--- src/dsl_map.svh ---
// Register offsets, field positions and reset values for the split commitment limiter
`ifndef DSL_MAP_SVH
`define DSL_MAP_SVH
`define DSL_OFF_CAPLIM    8'h00
`define DSL_OFF_OUTSTAND  8'h04
`define DSL_OFF_STATUS    8'h08
`define DSL_CAP_LSB       0
`define DSL_LIM_LSB       16
`define DSL_CAP_RESET     16'h0010
`define DSL_LIM_RESET     16'h0010
`define DSL_LIM_UNLIMITED 16'hFFFF
`endif

--- src/dsl_pkg.sv ---
// Types shared by the split commitment limiter
`default_nettype none
package dsl_pkg;
  typedef logic [15:0] dsl_adq_t;
  typedef enum logic [1:0] {
    DSL_TRACKING,
    DSL_UNTRACKED,
    DSL_RESYNC
  } dsl_mode_t;
endpackage : dsl_pkg
`default_nettype wire

--- src/dsl_count_reg.sv ---
// Outstanding-commitment counter register with saturating add and subtract
`default_nettype none
module dsl_count_reg #(
  parameter int WIDTH = 17
) (
  // Clock and reset
  input  wire logic             clock,
  input  wire logic             reset,
  // Control
  input  wire logic             clear,
  input  wire logic             addEn,
  input  wire logic [WIDTH-1:0] addVal,
  input  wire logic             subEn,
  input  wire logic [WIDTH-1:0] subVal,
  // State
  output logic      [WIDTH-1:0] count
);
  logic [WIDTH-1:0] count_q;
  logic [WIDTH-1:0] count_d;
  logic [WIDTH:0]   sum;

  always_comb begin
    sum = {1'b0, count_q};
    if (addEn) begin
      sum = sum + {1'b0, addVal};
    end
    if (subEn) begin
      // Saturate at zero: a stray completion must not wrap the count
      sum = (sum > {1'b0, subVal}) ? sum - {1'b0, subVal} : '0;
    end
    count_d = clear ? '0 : (sum[WIDTH] ? '1 : sum[WIDTH-1:0]);
  end

  always_ff @(posedge clock) begin
    if (reset) begin
      count_q <= '0;
    end else begin
      count_q <= count_d;
    end
  end

  assign count = count_q;
endmodule : dsl_count_reg
`default_nettype wire

--- src/dsl_limiter.sv ---
// Downstream split transaction commitment limiter top
//
// The address-and-strobe port and the address map were chosen for this implementation.
`include "dsl_map.svh"
`default_nettype none
module dsl_limiter (
  // Clock and reset
  input  wire logic             clock,
  input  wire logic             reset,
  // Register port
  input  wire logic [7:0]       regAddr,
  input  wire logic [31:0]      regWrData,
  input  wire logic             regWrite,
  input  wire logic             regRead,
  output logic      [31:0]      regRdData,
  // EEPROM initialization load
  input  wire logic             eepromLoad,
  input  wire dsl_pkg::dsl_adq_t eepromLimit,
  // Split request from primary side
  input  wire logic             reqValid,
  input  wire dsl_pkg::dsl_adq_t reqSize,
  output logic                  reqGrant,
  output logic                  reqHeld,
  // Returned completion from secondary side
  input  wire logic             cplValid,
  input  wire dsl_pkg::dsl_adq_t cplSize,
  // Status
  output logic                  trackExact
);
  import dsl_pkg::*;

  localparam int CW = 17;

  dsl_adq_t  limit_q;
  dsl_adq_t  limit_d;
  dsl_mode_t mode_q;
  dsl_mode_t mode_d;
  logic [31:0] rdData_q;
  logic [31:0] rdData_d;
  logic      grant_q;
  logic      grant_d;
  logic      held_q;
  logic      held_d;
  logic      exact_q;
  logic      exact_d;
  logic [CW-1:0] count;
  logic      unlimited;
  logic      fits;
  logic      forward;
  logic      tracking;
  logic      limWrite;

  assign limWrite  = regWrite && (regAddr == `DSL_OFF_CAPLIM);
  assign unlimited = (limit_q == `DSL_LIM_UNLIMITED);
  // A limit written this cycle is seen by the next request, not this one
  // Combined commitment of all downstream split types versus registered limit
  assign fits      = ({1'b0, count} + {1'b0, 1'b0, reqSize})
                     <= {2'b00, limit_q};
  assign forward   = reqValid && (unlimited || fits);
  assign tracking  = !unlimited;

  // Limit register and EEPROM load
  always_comb begin
    limit_d = limit_q;
    if (eepromLoad) begin
      limit_d = eepromLimit;
    end
    if (limWrite) begin
      limit_d = regWrData[`DSL_LIM_LSB +: 16];
    end
  end

  // Tracking mode follows the limit; resync ends when nothing is outstanding
  always_comb begin
    mode_d = mode_q;
    unique case (mode_q)
      DSL_TRACKING: begin
        if (unlimited) begin
          mode_d = DSL_UNTRACKED;
        end
      end
      DSL_UNTRACKED: begin
        if (!unlimited) begin
          mode_d = DSL_RESYNC;
        end
      end
      DSL_RESYNC: begin
        if (unlimited) begin
          mode_d = DSL_UNTRACKED;
        end else if (count == '0) begin
          mode_d = DSL_TRACKING;
        end
      end
    endcase
  end

  // Capacity is a constant, so writes to the low half are dropped
  // Request answer and register read data
  always_comb begin
    grant_d  = forward;
    held_d   = reqValid && !forward;
    exact_d  = (mode_d == DSL_TRACKING);
    rdData_d = '0;
    if (regRead) begin
      unique case (regAddr)
        `DSL_OFF_CAPLIM:   rdData_d = {limit_q, `DSL_CAP_RESET};
        `DSL_OFF_OUTSTAND: rdData_d = {15'h0000, count};
        `DSL_OFF_STATUS:   rdData_d = {30'h0000_0000, exact_q, unlimited};
        default:           rdData_d = '0;
      endcase
    end
  end

  always_ff @(posedge clock) begin
    if (reset) begin
      limit_q  <= `DSL_LIM_RESET;
      mode_q   <= DSL_TRACKING;
      rdData_q <= '0;
      grant_q  <= 1'b0;
      held_q   <= 1'b0;
      exact_q  <= 1'b1;
    end else begin
      limit_q  <= limit_d;
      mode_q   <= mode_d;
      rdData_q <= rdData_d;
      grant_q  <= grant_d;
      held_q   <= held_d;
      exact_q  <= exact_d;
    end
  end

  // Counting stops while untracked; drain subtracts sizes it never saw, clamping at zero
  dsl_count_reg #(
    .WIDTH(CW)
  ) u_count (
    .clock (clock),
    .reset (reset),
    .clear (unlimited),
    .addEn (forward && tracking),
    .addVal({1'b0, reqSize}),
    .subEn (cplValid && tracking),
    .subVal({1'b0, cplSize}),
    .count (count)
  );

  assign regRdData  = rdData_q;
  assign reqGrant   = grant_q;
  assign reqHeld    = held_q;
  assign trackExact = exact_q;

  // Checks
  // Request answers
  grant_fits_a: assert property (@(posedge clock) disable iff (reset)
    reqValid && !unlimited && !fits |=> !reqGrant && reqHeld)
    else $error("request over limit was granted");
  unlim_grant_a: assert property (@(posedge clock) disable iff (reset)
    reqValid && unlimited |=> reqGrant)
    else $error("unlimited request not granted");
  fit_grant_a: assert property (@(posedge clock) disable iff (reset)
    reqValid && fits |=> reqGrant && !reqHeld)
    else $error("request within limit was held");
  idle_answer_a: assert property (@(posedge clock) disable iff (reset)
    !reqValid |=> !reqGrant && !reqHeld)
    else $error("answer without a request");
  // Register port
  cap_read_a: assert property (@(posedge clock) disable iff (reset)
    regRead && regAddr == `DSL_OFF_CAPLIM |=> regRdData[15:0] == 16'h0010)
    else $error("capacity field wrong");
  idle_read_a: assert property (@(posedge clock) disable iff (reset)
    !regRead |=> regRdData == '0)
    else $error("read data outside read cycle");
  lim_write_a: assert property (@(posedge clock) disable iff (reset)
    limWrite |=> limit_q == $past(regWrData[31:16]))
    else $error("limit write not taken");
  lim_keep_a: assert property (@(posedge clock) disable iff (reset)
    !limWrite && !eepromLoad |=> $stable(limit_q))
    else $error("limit changed without a write");
  eeprom_a: assert property (@(posedge clock) disable iff (reset)
    eepromLoad && !limWrite |=> limit_q == $past(eepromLimit))
    else $error("eeprom load lost");
  status_read_a: assert property (@(posedge clock) disable iff (reset)
    regRead && regAddr == `DSL_OFF_STATUS
    |=> regRdData[1:0] == {$past(exact_q), $past(unlimited)})
    else $error("status read wrong");
  // Tracking mode and counter
  no_track_a: assert property (@(posedge clock) disable iff (reset)
    unlimited |=> count == '0)
    else $error("count kept while untracked");
  untrack_mode_a: assert property (@(posedge clock) disable iff (reset)
    unlimited |=> mode_q == DSL_UNTRACKED)
    else $error("untracked mode not entered");
  resync_a: assert property (@(posedge clock) disable iff (reset)
    mode_q == DSL_UNTRACKED && !unlimited |=> mode_q == DSL_RESYNC)
    else $error("resync not entered");
  resync_exit_a: assert property (@(posedge clock) disable iff (reset)
    mode_q == DSL_RESYNC && !unlimited && count == '0 |=> mode_q == DSL_TRACKING)
    else $error("resync did not end");
  exact_flag_a: assert property (@(posedge clock) disable iff (reset)
    trackExact == (mode_q == DSL_TRACKING))
    else $error("exact flag disagrees with mode");
  count_add_a: assert property (@(posedge clock) disable iff (reset)
    forward && tracking && !cplValid && !$rose(unlimited)
    |=> unlimited || count == $past(count) + {1'b0, $past(reqSize)})
    else $error("counter did not add");
  // Completions for untracked requests clamp at zero
  count_sub_a: assert property (@(posedge clock) disable iff (reset)
    cplValid && tracking && !forward
    |=> count == (($past(count) > {1'b0, $past(cplSize)}) ?
                  $past(count) - {1'b0, $past(cplSize)} : '0))
    else $error("counter did not subtract");
endmodule : dsl_limiter
`default_nettype wire

--- config.mk ---
export PLATFORM = sky130hd
export DESIGN_NAME = dsl_limiter
export DESIGN_NICKNAME = d
export VERILOG_FILES = /design/src/dsl_pkg.sv /design/src/dsl_count_reg.sv /design/src/dsl_limiter.sv
export VERILOG_INCLUDE_DIRS = /design/src
export SDC_FILE = /design/constraint.sdc
export NUM_CORES = 1
export LEC_CHECK = 0
export BUFFER_PORTS_ARGS = -buffer_cell sky130_fd_sc_hd__buf_2
export CAP_MARGIN = 5
export CORE_ASPECT_RATIO = 1.5
export CORE_MARGIN = 2
export CORE_UTILIZATION = 50
export CTS_BUF_LIST = sky130_fd_sc_hd__clkbuf_4
export CTS_CLUSTER_SIZE = 16
export DETAILED_ROUTE_END_ITERATION = 12
export PLACE_DENSITY = 0.81
export SLEW_MARGIN = 30
export SYNTH_ARGS = -nofsm -noshare
export SYNTH_HDL_FRONTEND = slang
export SYNTH_HIERARCHICAL = 1
export SYNTH_SLANG_ARGS = --single-unit
--- constraint.sdc ---
create_clock -name clock -period 8.5 [get_ports clock]
set_input_delay 1.275 -clock clock [delete_from_list [all_inputs] [get_ports clock]]
set_output_delay 1.275 -clock clock [all_outputs]
set_load 0.01 [all_outputs]
==> metrics.md <==
| Metric | Value |
|---|---|
| Endpoint class of the critical path | `register` |
| Clk pin slew, worst setup/hold paths | `0.11 ns` |
| Clock share of power | `0.083` |
| CP max FO | `14` |
| RSZ-0062 raised after global routing | `no` |
| Die width | `92.9 µm` |
| Register area share after synthesis | `0.237` |
| Worst-Margin Slew | `0.953 ns` |
| Port Buffers | `113` |
| DRT Pass-1 Iters | `5` |
| CTS Buf Count | `9` |
| DRC Markers | `0` |
| Leakage | `3.13 nW` |
| Post-CTS Setup Bufs | `0` |
| Vias in the first global route | `5,572` |
| Avg WL per Cell | `15.2 µm` |
| Total GRT Usage | `0.244` |
| Max_cap viols | `0` |
| M1 WL | `5880 µm` |
| Final Max Tran Viols | `0` |
| FILL cells | `1,122` |
| Setup violators final | `0` |
| Core footprint | `0.0115 mm²` |
| Metal3 WL | `710 µm` |
| Final Hold Viols | `0` |
| Post-Route WL | `15,200 µm` |
| Final HPWL from detailed placement | `12,500 µm` |
| Max Fclk | `0.133 GHz` |
| Site row count | `48` |
| Internal power | `1.25 mW` |
| Hold/Removal Path Class | `register to register` |
| Ys flop type | `dfxtp_1` |
| Die Area | `0.0128 mm²` |
| Final Skew | `0.0199 ns` |
| Crit path largest cell delay | `0.45 ns` |
| EDFF count, synth | `0` |
| Comb power frac | `0.736` |
| Status | `finished clean` |
| Clock Sinks | `70` |
| Switching Fraction | `0.491` |
| Slowest CP cell | `or3_1` |
| Grt total ovfl | `0` |
| FF+latch count, synth | `70` |
| Chip Height | `137 µm` |
| Tmin final | `7.51 ns` |
| Period utilization | `0.884` |
| Layout Nets | `1,013` |
| Avg Inst Size Synth | `7.97 µm²` |
| I/O Pins | `130` |
| CTS tree | `built` |
| CTS max path bufs | `2` |
| Ys Warns | `6` |
| # H-tree levels | `3` |
| Antenna-violating nets left | `0` |
| Vias per Instance | `5.74` |
| Initial Util | `0.514` |
| Setup TNS | `0 ns` |
| Layout Cells excl Fill | `1,002` |
| Fraction of layout cells with a size suffix above 1 | `0.195` |
| VDD IR max | `0.210 mV` |
| Highest Signal Layer | `met4` |
| Total Power | `2.46 mW` |
| Pwr/cell area | `365 mW/mm²` |
| Final core occ | `0.584` |
| Worst hold slack | `0.500 ns` |
| Resized cells post-CTS | `0` |
| Syn Inst Count | `743` |
| DR iter-0 viols | `209` |
| Area grow syn2layout | `13.7%` |
| Global-route wire length before repair | `25,000 µm` |
| Initial antenna violation count | `1` |
| Asr flop ratio synth | `0` |
| Cts hold-fix bufs | `0` |
| Worst EP arrival | `7.82 ns` |
| Dpl cells | `986` |
| WL met2 | `7900 µm` |
| Vias | `5,749` |
| Yosys cell types | `75` |
| Clk_lat worst skew | `0.44 ns` |
| Synth Cell Area | `0.00592 mm²` |
| Root buffer cell | `clkbuf_4` |
| Crit path kind | `input port to register` |
| Worst Setup Start Kind | `input port` |
| Max-slew headroom | `0.362` |
| Worst EP required | `8.81 ns` |
| Most frequent CP cell | `ha_1` |
| GPL Wtd Cong | `0.860` |
| Largest net degree at the start of global routing | `32` |
| Sw power | `1.21 mW` |
| Flop pwr share | `0.180` |
==> state kept, by name, indices dropped and copies added (netlist names) <==
register       count
reqGrant           1
trackExact         1
regRdData         32
reqHeld            1
limit_q           16
u_count/count     17
mode_q             2
==> cells by family (layout without fill, tap and decap cells) <==
logic type,Yosys count,count (layout),synth area share
adders and majority gates,71,71,0.154
AOI/OAI and AO/OA,206,206,0.241
muxes,25,25,0.0443
other,1,3,0.000633
buffers and inverters,89,196,0.0596
and+or+nand+nor,257,257,0.229
xor gates and xnor gates,24,24,0.0355
DFF,70,70,0.237
==> layer usage <==
layer / track usage / vias up
met5: 0 / -
met4: 0.135 / 0
met3: 0.0350 / 51
met2: 0.464 / 160
met1: 0.254 / 2611
li1: - / 2927
==> path summary, 6_finish.rpt <==
kind                                        from                 to  depth (start not counted)  slack (ns)
worst min register to register        limit_q[5]      regRdData[21]                          2        0.50
worst max-delay path                  reqSize[0]  u_count/count[14]                         29        0.99
worst max register to register  u_count/count[0]  u_count/count[14]                         28        1.45
worst min-delay path                  limit_q[5]      regRdData[21]                          2        0.50
==> metrics by stage <==
step	setup slack [ns]	cell area [µm²]
after floorplan	1.15	5930
after global placement	0.693	6600
after detailed placement	0.555	6610
after CTS	1.01	6730
after global routing	0.440	6740
final	0.988	6740
==> placed cells by master, fill, tap and decap left out, drive strengths merged, types with 9 or more instances in the layout <==
cell type / instances
o21ai: 31
nor2: 61
o211ai: 11
a31oi: 19
inv: 63
mux2i: 18
nand2b: 16
and3: 10
nand4: 13
xnor2: 19
clkbuf: 10
ha: 68
dfxtp: 70
nor4: 9
nand2: 48
a21oi: 53
nand3: 17
a21o: 16
nor3: 28
a211oi: 27
and2: 16
nand4b: 9
buf: 116
==> area by class of cell <==
type | count | area [µm²] | share of cell area
well taps | 150 | 188 | 0.0279
clock inverters | 5 | 51.3 | 0.00762
inverters | 65 | 244 | 0.0362
diodes | 1 | 2.50 | 0.000372
repair buffers | 116 | 588 | 0.0873
flip-flops and latches | 70 | 1400 | 0.208
multi-input cells | 585 | 4190 | 0.621
clock buffers | 10 | 75.1 | 0.0111
==> critical path: cells and delay by family <==
family                   cells  cell delay (ns)
adder cells (fa/ha/maj)      4             1.21
AO/OA/AOI/OAI               10             1.94
AND/OR/NAND/NOR             11             2.75
buffers and inverters        3             0.52
XOR/XNOR                     1             0.12
==> synth_stat cells (6+ instances only) <==
cell      instances  share of area
a211oi_1         25          0.032
a21o_1           16          0.020
a21oi_1          48          0.041
a31oi_1          18          0.019
and2_1           16          0.017
and3_1           10          0.011
clkbuf_1         17          0.011
dfxtp_1          70           0.24
ha_1             68           0.14
inv_1            62          0.039
mux2_2            6          0.011
mux2i_1          18          0.030
nand2_1          47          0.030
nand2b_1         16          0.017
nand3_1          17          0.014
nand3b_1          6         0.0076
nand4_1          13          0.014
nand4b_1          9          0.013
nor2_1           59          0.037
nor2b_1           8         0.0084
nor3_1           28          0.024
nor4_1            7         0.0074
o211ai_1          8          0.010
o21a_1            8          0.010
o21ai_0          22          0.019
o21ai_1           8         0.0068
xnor2_1          19          0.028
==> power by group through the flow <==
stage          clock network (mW)  logic, mW  registers [mW]
2_1_floorplan                   0       1.45           0.424
3_3_place_gp                    0       1.74           0.449
3_5_place_dp                    0       1.79           0.451
4_1_cts                     0.209       1.80           0.443
5_1_grt                     0.220       2.04           0.450
6_report                    0.205       1.81           0.443
No activity file was read; power rests on OpenSTA's default activity.
